File: src/pmd_params.svh
`ifndef PMD_PARAMS_SVH
`define PMD_PARAMS_SVH

// register byte offsets, main core bank
`define MAIN_LOCK_OFS   32'h0000_0000
`define MAIN_OFF_1_OFS  32'h0000_0004
`define MAIN_OFF_2_OFS  32'h0000_0008
`define MAIN_OFF_3_OFS  32'h0000_000c
`define MAIN_OFF_4_OFS  32'h0000_0010
`define MAIN_OFF_6_OFS  32'h0000_0014
`define MAIN_OFF_7_OFS  32'h0000_0018
`define MAIN_OFF_8_OFS  32'h0000_001c

// register byte offsets, secondary core bank
`define SEC_LOCK_OFS    32'h0000_0020
`define SEC_OFF_1_OFS   32'h0000_0024
`define SEC_OFF_2_OFS   32'h0000_0028
`define SEC_OFF_4_OFS   32'h0000_0030
`define SEC_OFF_6_OFS   32'h0000_0034
`define SEC_OFF_7_OFS   32'h0000_0038
`define SEC_OFF_8_OFS   32'h0000_003c

// implemented-bit masks, main core bank
`define MAIN_LOCK_MASK  16'h0800
`define MAIN_OFF_1_MASK 16'h0efb
`define MAIN_OFF_2_MASK 16'h00ff
`define MAIN_OFF_3_MASK 16'h0082
`define MAIN_OFF_4_MASK 16'h0008
`define MAIN_OFF_6_MASK 16'h3f00
`define MAIN_OFF_7_MASK 16'h0108
`define MAIN_OFF_8_MASK 16'h183e

// implemented-bit masks, secondary core bank
`define SEC_LOCK_MASK   16'h0800
`define SEC_OFF_1_MASK  16'h0ea9
`define SEC_OFF_2_MASK  16'h000f
`define SEC_OFF_4_MASK  16'h0008
`define SEC_OFF_6_MASK  16'h0300
`define SEC_OFF_7_MASK  16'h0702
`define SEC_OFF_8_MASK  16'h443c
`define NO_REG_MASK     16'h0000

// reset value of every disable and lock register
`define OFF_RESET       16'h0000

// field positions
`define LOCK_BIT        11
`define GAIN3_BIT       14
`define GAIN2_BIT       10
`define CELL4_BIT       5
`define CELL1_BIT       2

// bus responses
`define RESP_OKAY       2'b00
`define RESP_DECERR     2'b11

`endif

File: src/pmd_pkg.sv
`default_nettype none

package pmd_pkg;

  typedef logic [15:0]       off_word_t;
  typedef logic [7:0][15:0]  off_bank_t;
  typedef logic [15:0][15:0] off_file_t;

  // named disable levels of the secondary eighth register
  typedef struct packed {
    logic gain_stage_three_off;
    logic gain_stage_two_off;
    logic logic_cell_four_off;
    logic logic_cell_three_off;
    logic logic_cell_two_off;
    logic logic_cell_one_off;
  } second_off_8_s;

  // state of one lockable disable register
  typedef struct packed {
    off_word_t value;
  } off_reg_s;

  // state of the bus slave and the gating outputs
  typedef struct packed {
    logic          awready;
    logic          wready;
    logic          aw_got;
    logic          w_got;
    logic          aw_hit;
    logic [3:0]    aw_idx;
    off_word_t     wdata;
    logic [1:0]    wstrb;
    logic          bvalid;
    logic [1:0]    bresp;
    logic          arready;
    logic          rvalid;
    logic [1:0]    rresp;
    logic [31:0]   rdata;
    logic [3:0]    rd_idx;
    off_bank_t     main_run;
    off_bank_t     second_run;
    second_off_8_s second_off_8;
  } slave_state_s;

endpackage

`default_nettype wire

File: src/lockable_off_reg.sv
`timescale 1ns/1ps
`default_nettype none
`include "pmd_params.svh"

module lockable_off_reg #(
  parameter logic [15:0] MASK = 16'h0000
) (
  input  wire logic              aclk,     // system clock
  input  wire logic              aresetn,  // sync reset, active low
  input  wire logic              wr_en,    // write strobe for this word
  input  wire logic              permit,   // bank write permission
  input  wire pmd_pkg::off_word_t wr_data, // write data
  input  wire logic [1:0]        wr_be,    // byte enables
  output pmd_pkg::off_word_t     value     // stored disable bits
);
  import pmd_pkg::*;

  off_reg_s st;
  off_reg_s next_st;

  // masked byte-lane write, held while locked
  always_comb begin
    next_st = st;
    if (wr_en && permit) begin
      if (wr_be[0]) begin
        next_st.value[7:0] = wr_data[7:0] & MASK[7:0];
      end
      if (wr_be[1]) begin
        next_st.value[15:8] = wr_data[15:8] & MASK[15:8];
      end
    end
  end

  // register the state, all bits clear at reset
  always_ff @(posedge aclk) begin
    if (!aresetn) begin
      st.value <= `OFF_RESET;
    end else begin
      st <= next_st;
    end
  end

  assign value = st.value;
endmodule // lockable_off_reg

`default_nettype wire

File: src/module_off_bank.sv
// Local design decisions: register access over AXI4-Lite and the placing of the registers.
`timescale 1ns/1ps
`default_nettype none
`include "pmd_params.svh"

// Notes on behaviour
// - secondary eighth bit 14 turns gain three off
// - secondary eighth bit 10 turns gain two off
// - secondary eighth bits 5..2 turn cells off
// - unimplemented disable bits always read zero
// - implemented bits read/write, clear at reset
// - disable writes only while lock bit set

module module_off_bank (
  input  wire logic                  aclk,          // system clock
  input  wire logic                  aresetn,       // sync reset, active low
  input  wire logic [31:0]           s_axi_awaddr,  // write address
  input  wire logic                  s_axi_awvalid, // write address valid
  output logic                       s_axi_awready, // write address ready
  input  wire logic [31:0]           s_axi_wdata,   // write data
  input  wire logic [3:0]            s_axi_wstrb,   // write strobes
  input  wire logic                  s_axi_wvalid,  // write data valid
  output logic                       s_axi_wready,  // write data ready
  output logic [1:0]                 s_axi_bresp,   // write response
  output logic                       s_axi_bvalid,  // write response valid
  input  wire logic                  s_axi_bready,  // write response ready
  input  wire logic [31:0]           s_axi_araddr,  // read address
  input  wire logic                  s_axi_arvalid, // read address valid
  output logic                       s_axi_arready, // read address ready
  output logic [31:0]                s_axi_rdata,   // read data
  output logic [1:0]                 s_axi_rresp,   // read response
  output logic                       s_axi_rvalid,  // read data valid
  input  wire logic                  s_axi_rready,  // read data ready
  output pmd_pkg::off_bank_t         main_clk_run,  // main module clock enables
  output pmd_pkg::off_bank_t         second_clk_run, // second module clock enables
  output pmd_pkg::second_off_8_s     second_off_8   // named eighth disable levels
);
  import pmd_pkg::*;

  slave_state_s st;
  slave_state_s next_st;
  off_file_t    vals;
  logic [1:0]   bank_permit;
  logic         wr_fire;
  logic [15:0]  wr_hit;
  logic [4:0]   ar_dec;
  logic [4:0]   aw_dec;

  // implemented bits of each register slot
  function automatic logic [15:0] mask_of(input logic [3:0] idx);
    logic [15:0] m;
    m = `NO_REG_MASK;
    unique case (idx)
      4'h0: m = `MAIN_LOCK_MASK;
      4'h1: m = `MAIN_OFF_1_MASK;
      4'h2: m = `MAIN_OFF_2_MASK;
      4'h3: m = `MAIN_OFF_3_MASK;
      4'h4: m = `MAIN_OFF_4_MASK;
      4'h5: m = `MAIN_OFF_6_MASK;
      4'h6: m = `MAIN_OFF_7_MASK;
      4'h7: m = `MAIN_OFF_8_MASK;
      4'h8: m = `SEC_LOCK_MASK;
      4'h9: m = `SEC_OFF_1_MASK;
      4'ha: m = `SEC_OFF_2_MASK;
      4'hb: m = `NO_REG_MASK;
      4'hc: m = `SEC_OFF_4_MASK;
      4'hd: m = `SEC_OFF_6_MASK;
      4'he: m = `SEC_OFF_7_MASK;
      4'hf: m = `SEC_OFF_8_MASK;
    endcase
    return m;
  endfunction

  // address to {hit, slot}; anything else misses
  function automatic logic [4:0] decode(input logic [31:0] addr);
    logic [4:0] r;
    r = 5'h00;
    case (addr)
      `MAIN_LOCK_OFS:  r = 5'h10;
      `MAIN_OFF_1_OFS: r = 5'h11;
      `MAIN_OFF_2_OFS: r = 5'h12;
      `MAIN_OFF_3_OFS: r = 5'h13;
      `MAIN_OFF_4_OFS: r = 5'h14;
      `MAIN_OFF_6_OFS: r = 5'h15;
      `MAIN_OFF_7_OFS: r = 5'h16;
      `MAIN_OFF_8_OFS: r = 5'h17;
      `SEC_LOCK_OFS:   r = 5'h18;
      `SEC_OFF_1_OFS:  r = 5'h19;
      `SEC_OFF_2_OFS:  r = 5'h1a;
      `SEC_OFF_4_OFS:  r = 5'h1c;
      `SEC_OFF_6_OFS:  r = 5'h1d;
      `SEC_OFF_7_OFS:  r = 5'h1e;
      `SEC_OFF_8_OFS:  r = 5'h1f;
      default:         r = 5'h00;
    endcase
    return r;
  endfunction

  // a write completes once address and data are both held
  assign wr_fire = st.aw_got && st.w_got && !st.bvalid;
  assign aw_dec  = decode(s_axi_awaddr);
  assign ar_dec  = decode(s_axi_araddr);

  // lock bit of each bank opens its disable words
  assign bank_permit[0] = vals[0][`LOCK_BIT];
  assign bank_permit[1] = vals[8][`LOCK_BIT];

  // one lockable word per slot; lock words are always writable
  for (genvar i = 0; i < 16; i++) begin : g_word
    localparam logic [3:0] IDX = 4'(i);

    assign wr_hit[i] = wr_fire && st.aw_hit && (st.aw_idx == IDX);

    lockable_off_reg #(
      .MASK (mask_of(IDX))
    ) u_word (
      .aclk    (aclk),
      .aresetn (aresetn),
      .wr_en   (wr_hit[i]),
      .permit  ((IDX[2:0] == 3'd0) || bank_permit[IDX[3]]),
      .wr_data (st.wdata),
      .wr_be   (st.wstrb),
      .value   (vals[i])
    );
  end

  // bus slave and clock gating next state
  always_comb begin
    next_st = st;

    // write address channel
    if (s_axi_awvalid && st.awready) begin
      next_st.awready = 1'b0;
      next_st.aw_got  = 1'b1;
      next_st.aw_hit  = aw_dec[4];
      next_st.aw_idx  = aw_dec[3:0];
    end

    // write data channel, low half only carries bits
    if (s_axi_wvalid && st.wready) begin
      next_st.wready = 1'b0;
      next_st.w_got  = 1'b1;
      next_st.wdata  = s_axi_wdata[15:0];
      next_st.wstrb  = s_axi_wstrb[1:0];
    end

    // write completes and answers
    if (wr_fire) begin
      next_st.aw_got = 1'b0;
      next_st.w_got  = 1'b0;
      next_st.bvalid = 1'b1;
      next_st.bresp  = st.aw_hit ? `RESP_OKAY : `RESP_DECERR;
    end

    // write response taken, reopen both channels
    if (st.bvalid && s_axi_bready) begin
      next_st.bvalid  = 1'b0;
      next_st.awready = 1'b1;
      next_st.wready  = 1'b1;
    end

    // read address taken, data ready next cycle
    if (s_axi_arvalid && st.arready) begin
      next_st.arready = 1'b0;
      next_st.rvalid  = 1'b1;
      next_st.rd_idx  = ar_dec[3:0];
      next_st.rresp   = ar_dec[4] ? `RESP_OKAY : `RESP_DECERR;
      next_st.rdata   = 32'h0000_0000;
      if (ar_dec[4]) begin
        next_st.rdata[15:0] = vals[ar_dec[3:0]] & mask_of(ar_dec[3:0]);
      end
    end

    // read data taken
    if (st.rvalid && s_axi_rready) begin
      next_st.rvalid  = 1'b0;
      next_st.arready = 1'b1;
    end

    // clock enables: running while implemented and not disabled; lock words gate nothing
    next_st.main_run[0]   = 16'h0000;
    next_st.second_run[0] = 16'h0000;
    for (int s = 1; s < 8; s++) begin
      next_st.main_run[s]   = mask_of(4'(s)) & ~vals[s];
      next_st.second_run[s] = mask_of(4'(s + 8)) & ~vals[s + 8];
    end

    // named disable levels of the secondary eighth word
    next_st.second_off_8.gain_stage_three_off = vals[15][`GAIN3_BIT];
    next_st.second_off_8.gain_stage_two_off   = vals[15][`GAIN2_BIT];
    next_st.second_off_8.logic_cell_four_off  = vals[15][`CELL4_BIT];
    next_st.second_off_8.logic_cell_three_off = vals[15][`CELL4_BIT - 1];
    next_st.second_off_8.logic_cell_two_off   = vals[15][`CELL1_BIT + 1];
    next_st.second_off_8.logic_cell_one_off   = vals[15][`CELL1_BIT];
  end

  // register the state; readies open after reset
  always_ff @(posedge aclk) begin
    if (!aresetn) begin
      st         <= '0;
      st.awready <= 1'b1;
      st.wready  <= 1'b1;
      st.arready <= 1'b1;
    end else begin
      st <= next_st;
    end
  end

  // every output straight from the state register
  assign s_axi_awready  = st.awready;
  assign s_axi_wready   = st.wready;
  assign s_axi_bresp    = st.bresp;
  assign s_axi_bvalid   = st.bvalid;
  assign s_axi_arready  = st.arready;
  assign s_axi_rdata    = st.rdata;
  assign s_axi_rresp    = st.rresp;
  assign s_axi_rvalid   = st.rvalid;
  assign main_clk_run   = st.main_run;
  assign second_clk_run = st.second_run;
  assign second_off_8   = st.second_off_8;
endmodule // module_off_bank

`default_nettype wire

File: config.mk
export PLATFORM = sky130hd
export DESIGN_NAME = module_off_bank
export DESIGN_NICKNAME = d
export VERILOG_FILES = /design/src/pmd_pkg.sv /design/src/lockable_off_reg.sv /design/src/module_off_bank.sv
export VERILOG_INCLUDE_DIRS = /design/src
export SDC_FILE = /design/constraint.sdc
export NUM_CORES = 1
export LEC_CHECK = 0
export BUFFER_PORTS_ARGS = -buffer_cell sky130_fd_sc_hd__buf_2
export CAP_MARGIN = 20
export CORE_MARGIN = 1.5
export CORE_UTILIZATION = 27
export DETAILED_ROUTE_END_ITERATION = 12
export GPL_TIMING_DRIVEN = 0
export PLACE_DENSITY = 0.55
export SLEW_MARGIN = 10
export SYNTH_ARGS = -nofsm -noshare
export SYNTH_HDL_FRONTEND = slang
export SYNTH_SLANG_ARGS = --single-unit
File: constraint.sdc
create_clock -name aclk -period 4.3 [get_ports aclk]
set_clock_uncertainty 0.15 [all_clocks]
set_input_delay 1.075 -clock aclk [delete_from_list [all_inputs] [get_ports aclk]]
set_output_delay 1.075 -clock aclk [all_outputs]
set_load 0.03 [all_outputs]
==> results of run 1 <==
[layout by cell type, fill, tap and decap left out, types with 24 or more instances in the layout]
| cell type | netlist | layout |
|---|---|---|
| mux2i_1 | 42 | 42 |
| buf_4 | 298 | 298 |
| a21boi_0 | 50 | 50 |
| conb_1 | 1 | 213 |
| o21ai_0 | 26 | 26 |
| nor2b_1 | 107 | 107 |
| nand2_1 | 107 | 107 |
| nor2_1 | 24 | 24 |
| nand3_1 | 27 | 27 |
| clkbuf_1 | 34 | 34 |
| dfxtp_1 | 174 | 174 |
| buf_2 | 4 | 177 |
[worst min-delay path by stage]
stage,start,end,cells past startpoint
global placement,g_word[7].u_word.value[12],main_clk_run[124],1
floorplan,g_word[9].u_word.value[7],second_clk_run[23],1
finish,g_word[7].u_word.value[2],main_clk_run[114],1
CTS,g_word[7].u_word.value[2],main_clk_run[114],1
detailed placement,g_word[1].u_word.value[5],main_clk_run[21],1
global route,g_word[7].u_word.value[2],main_clk_run[114],1
[logic make-up after synthesis]
| family | Yosys count | share of synthesized area |
|---|---|---|
| AO/OA/AOI/OAI | 136 | 0.1013 |
| adder cells (fa/ha/maj) | 5 | 0.006654 |
| buffers and inverters | 353 | 0.2604 |
| flip-flops | 174 | 0.3705 |
| multiplexers | 46 | 0.05190 |
| other | 1 | 0.0003989 |
| AND/OR/NAND/NOR | 350 | 0.2088 |
[area by class of cell]
cell class | instances | area share
timing repair buffer | 173 | 0.07081
clock inverter | 15 | 0.01351
buffer | 337 | 0.1953
multi-input combinational | 750 | 0.3488
inverter | 16 | 0.004911
sequential | 174 | 0.2849
tap | 455 | 0.04656
clock buffer | 17 | 0.03479
antenna | 2 | 0.0004093
[registers in the layout (all words and copies together) (netlist names)]
signal               cells
second_off_8             6
s_axi_rdata             15
s_axi_bvalid             1
s_axi_awready            1
s_axi_wready             1
s_axi_arready            1
s_axi_bresp              1
st                      24
second_clk_run          24
s_axi_rresp              1
main_clk_run            36
g_word.u_word.value     62
s_axi_rvalid             1
[where the power goes]
group          switching (W)  internal (W)  total, W  leakage (nW)
clock network       0.000749      0.000830   0.00158         0.295
logic               0.000488      0.000275  0.000763          4.11
registers          0.0000287       0.00166   0.00168          1.43
[per-stage QoR]
stage	hold WS, ns	instance area [µm²]	util	total power (W)
final	0.2937	12230	0.3557	0.004027
after CTS	0.2944	12220	0.3556	0.004064
after detailed placement	0.2894	11630	0.3384	0.002480
after global placement	0.2778	11630	0.3384	0.002479
after floorplan	0.2492	10200	-	0.002335
after global routing	0.3276	12230	0.3557	0.004182
[routing by layer]
| metal | GRT usage | up-vias |
|---|---|---|
| met5 | 0 | - |
| met4 | 0.04304 | 4 |
| met3 | 0.02988 | 30 |
| met2 | 0.2736 | 289 |
| met1 | 0.1864 | 3432 |
| li1 | - | 3846 |
==> out/metrics.csv, run 1 <==
metric,value,unit
Synth area leaders,"dfxtp_1, buf_4, nor2b_1, mux2i_1, nand2_1",
crit-path cells,"buf_2, nor3b_2, nand2_1, nor3_1, ha_1, mux4_2, and3_2, a22o_1",
worst slew pin tran,1.091,ns
Sink Count,174,
Post-synth top flop,dfxtp_1,
uppermost layer routed,met5,
vias in the first global route,7040,
Crit-path slowest cell,nor3_1,
clk slew on worst S/H paths,0.08,ns
Multi-input gate area,4265,µm²
IO Port Bufs,173,
nets@finish,1581,
clk_lat worst skew,0.44,ns
Core Box Area,34370,µm²
sequential fraction of the synthesis area,0.3705,
fill count,3639,
largest net degree at the start of global routing,19,
final setup vio count,0,
Critical Path Fanout Max,8,
DR pass1 iterations,4,
setup_tns,0,ns
Starting DRT DRC Count,424,
Clock Path Buffers,2,
Tmin final,3.926,ns
# IOs,410,
Max Slew Vio Count,0,
TritonCTS clock tree,built,
area delta synth->final,30.06,%
most area-hungry cell type in the Yosys netlist,dfxtp_1,
Post-Syn Area,9402,µm²
MaxCap Viol Count,0,
P per Cell Area,329.3,nW/µm²
Routed WL,28150,µm
Num CTS Buffers,17,
Chip Width,189.6,µm
Max-slew headroom,0.2661,
row count,68,
Fmax,0.2547,GHz
DRC,0,
status,completed,
layout cells sized above 1,0.3596,
final setup margin,0.3742,ns
initial core utilization,0.2735,
antenna violations before repair,5,
pre-CTS setup slack,-0.01639,ns
Routed Antenna Nets,0,
critical path depth,8,
Seq cells post-synth,174,
Async SR Flop Fraction,0,
crit-path leading delay family,simple AND/OR/NAND/NOR gates,
CP Data Required Time,4.48,ns
number of cells after detailed placement,1905,
dpl hpwl,22420,µm
RSZ-0062 raised after global routing,no,
"EDFF count, synth",0,
Mapped Cells,1065,
Setup CP Type,input pin to flop,
Final Cycle Share,0.9130,
WP buf/inv,1,
Lkg Pwr,5.830,nW
global-route wire length before repair,41290,µm
"Cell Count, Final, Fillers Out",1939,
Yosys top cell area share,0.3705,
WL met1,11710,µm
Die H,189.6,µm
"count leader, synth",buf_4,
Worst R2R Setup Slack,2.06,ns
post-cts repair resize count,0,
worst vdd ir,0.2128,mV
post-CTS setup buffers,0,
root buf cell,clkbuf_16,
Setup crit end kind,flop,
CP startpoint,s_axi_araddr[1],
r2r endpoint,st[323],
Die Area,35950,µm²
wire per inst,14.52,µm
CTS H-tree depth,4,
WL met3,1667,µm
vias per cell,3.920,
CP Data Arrival Time,4.11,ns
Fin. Hold Viols,0,
Synth Area per Inst,8.828,µm²
total grt overflow,0,
gpl congestion,0.8672,
Critical R2R Launch,s_axi_awready,
Synth cell types,63,
Startpoint Class,input pin,
Reg area,3483,µm²
commonest cells in the netlist,"buf_4, dfxtp_1, nand2_1, nor2b_1, a21boi_0",
Synth Warn #,0,
met2 wire len,14370,µm
Global Route Usage Sum,0.1534,
Worst Setup EP,s_axi_rdata[9],
DR vias,7601,
Worst Hold Class,flop to flop,
R2R depth,4,
Crit path largest cell delay,0.60,ns
CTS Hold Bufs,0,
(Power assumes the default switching activity.)
==> run 2: changes to the inputs <==
- PLACE_DENSITY: 0.55 -> 0.53
- SYNTH_HIERARCHICAL: not set -> 1
==> out/metrics.csv, run 2 <==
metric,value,unit,change
clk_lat worst skew,0.44,ns,about the same
clk slew on worst S/H paths,0.08,ns,about the same
setup_tns,0,ns,unchanged
gpl congestion,0.8826,,+1.8%
Multi-input gate area,5444,µm²,+28%
n_diodes,0,,-2
Critical Path Fanout Max,12,,+4
status,completed,,
dpl hpwl,27800,µm,+24%
initial core utilization,0.2729,,-0.0005973
Die H,205.7,µm,+8.5%
Die Area,42310,µm²,+18%
Fin. Hold Viols,0,,unchanged
fill count,4263,,+17%
CP Data Required Time,4.50,ns,+0.02 ns
Switch Pwr,0.001334,W,+5.4%
vias per cell,3.870,,-1.3%
IO Port Bufs,177,,+2.3%
wire per inst,14.47,µm,-0.32%
vias in the first global route,8389,,+19%
Setup crit end kind,flop,,
Reg area,3483,µm²,unchanged
"Cell Count, Final, Fillers Out",2358,,+22%
met2 wire len,16490,µm,+15%
worst vdd ir,0.2128,mV,about the same
most frequent cells in the layout,"buf_4, conb_1, nand2_1, buf_2, dfxtp_1",,
Chip Width,205.7,µm,+8.5%
DR pass1 iterations,5,,+1
WL met1,15100,µm,+29%
largest net degree at the start of global routing,43,,+24
root buf cell,clkbuf_16,,
Mapped Cells,1328,,+25%
Final Cycle Share,0.9416,,+0.02863
area delta synth->final,29.18,%,
Fmax,0.2470,GHz,-3.0%
layout cells sized above 1,0.3560,,-0.003680
Synth Area per Inst,8.353,µm²,-5.4%
Lkg Pwr,7.056,nW,+21%
Max Slew Vio Count,0,,unchanged
WL met3,1680,µm,+0.78%
P per Cell Area,285.8,nW/µm²,-13%
# IOs,410,,unchanged
P_int,0.002762,W,about the same
TritonCTS clock tree,built,,
Final Core Density,0.3526,,-0.003192
total grt overflow,0,,unchanged
Reg with most FFs,g_word.u_word/value,,
Sink Count,174,,unchanged
Power Total,0.004096,W,+1.7%
Post-Syn Area,11090,µm²,+18%
Clock Path Buffers,2,,unchanged
global-route wire length before repair,49650,µm,+20%
max reg flops,62,,unchanged
Worst Hold Class,flop to flop,,
switch share,0.3257,,+0.01142
row count,74,,+8.8%
Max-slew headroom,0.2620,,-0.004101
CTS Hold Bufs,0,,unchanged
RSZ-0062 raised after global routing,no,,
worst slew pin tran,1.095,ns,+0.004633 ns
sequential share of power,0.413,,-0.005
Routed WL,34120,µm,+21%
Global Route Usage Sum,0.1588,,+0.005350
"most common cell after layout, fill and taps aside",buf_4,,
DRC,0,,unchanged
combinational fraction of design power,0.210,,+0.020
final setup vio count,0,,unchanged
Starting DRT DRC Count,485,,+14%
nets@finish,1925,,+22%
worst hold slack,0.3000,ns,+0.006328 ns
clock group share of total power,0.377,,-0.015
Routed Antenna Nets,0,,unchanged
uppermost layer routed,met4,,
CTS H-tree depth,4,,unchanged
Setup CP Type,input pin to flop,,
Core Box Area,40650,µm²,+18%
DR vias,9125,,+20%
Tmin final,4.049,ns,+0.1231 ns
MaxCap Viol Count,0,,unchanged
CP Data Arrival Time,4.25,ns,+0.14 ns
Startpoint Class,input pin,,
number of cells after detailed placement,2323,,+22%
Num CTS Buffers,17,,unchanged
Synth Warn #,6,,+6
antenna violations before repair,0,,-5
[run 2: cell types whose count changed in the layout (fill, tap and decap cells not counted), sizes merged, moves of 6 or more]
cell	change
a211oi	+8
a21boi	-28
a31oi	+6
and3	+17
buf	+117
conb	+90
inv	-10
mux2i	+55
nand2	+135
nor2b	-39
o21ai	-11
[run 2: area by class of cell]
class / instances / share of cell area
Inverter: 9 / 0.002357
Clock inverter: 15 / 0.01065
Buffer: 443 / 0.2240
Timing Repair Buffer: 181 / 0.06391
Tap cell: 532 / 0.04645
Multi-Input combinational cell: 987 / 0.3799
Clock buffer: 17 / 0.02969
Sequential cell: 174 / 0.2431
[run 2: worst max-delay path: stages]
cell and delay, ns:
buf_2 0.11, nor2_2 0.30, nand3_1 0.48, nor3_4 0.42, buf_2 0.32, ha_1 0.28, o21ai_0 0.43, a211oi_1 0.50
a21oi_1 0.12, o31ai_1 0.20
[run 2: final timing paths]
| check | start | slack [ns] | end | depth (start not counted) |
|---|---|---|---|---|
| max reg2reg | s_axi_arready | 1.94 | s_axi_rdata[10] | 6 |
| min | g_word[2].u_word/value[1] | 0.30 | main_clk_run[33] | 1 |
| min reg2reg | g_word[2].u_word/value[1] | 0.30 | main_clk_run[33] | 1 |
| max | s_axi_araddr[1] | 0.25 | s_axi_rdata[4] | 10 |
[run 2: metal layers]
metal  global-route usage  up-vias
met4              0.05553        0
met2               0.2733      284
met3              0.02692       35
met1               0.1984     4108
li1                     -     4698
met5                    0        -
[run 2: power by group through the flow]
stage | combinational [W] | clock, W | sequential (W)
5_1_grt | 0.000927 | 0.00165 | 0.00170
3_3_place_gp | 0.000847 | 0 | 0.00173
6_report | 0.000861 | 0.00154 | 0.00169
4_1_cts | 0.000853 | 0.00158 | 0.00169
2_1_floorplan | 0.000699 | 0 | 0.00172
3_5_place_dp | 0.000851 | 0 | 0.00173
[run 2: repair_timing]
action	4_1_cts	5_1_grt
setup buffers	0	3
gates resized for setup	0	2
setup endpoints to repair	0	3
[run 2: metrics by stage]
stage | setup slack, ns | instance area, µm²
2_1_floorplan | 0.8299 | 12160
3_3_place_gp | -0.4558 | 13710
3_5_place_dp | -0.4223 | 13720
4_1_cts | 0.04459 | 14300
5_1_grt | 0.01598 | 14330
6_report | 0.2511 | 14330
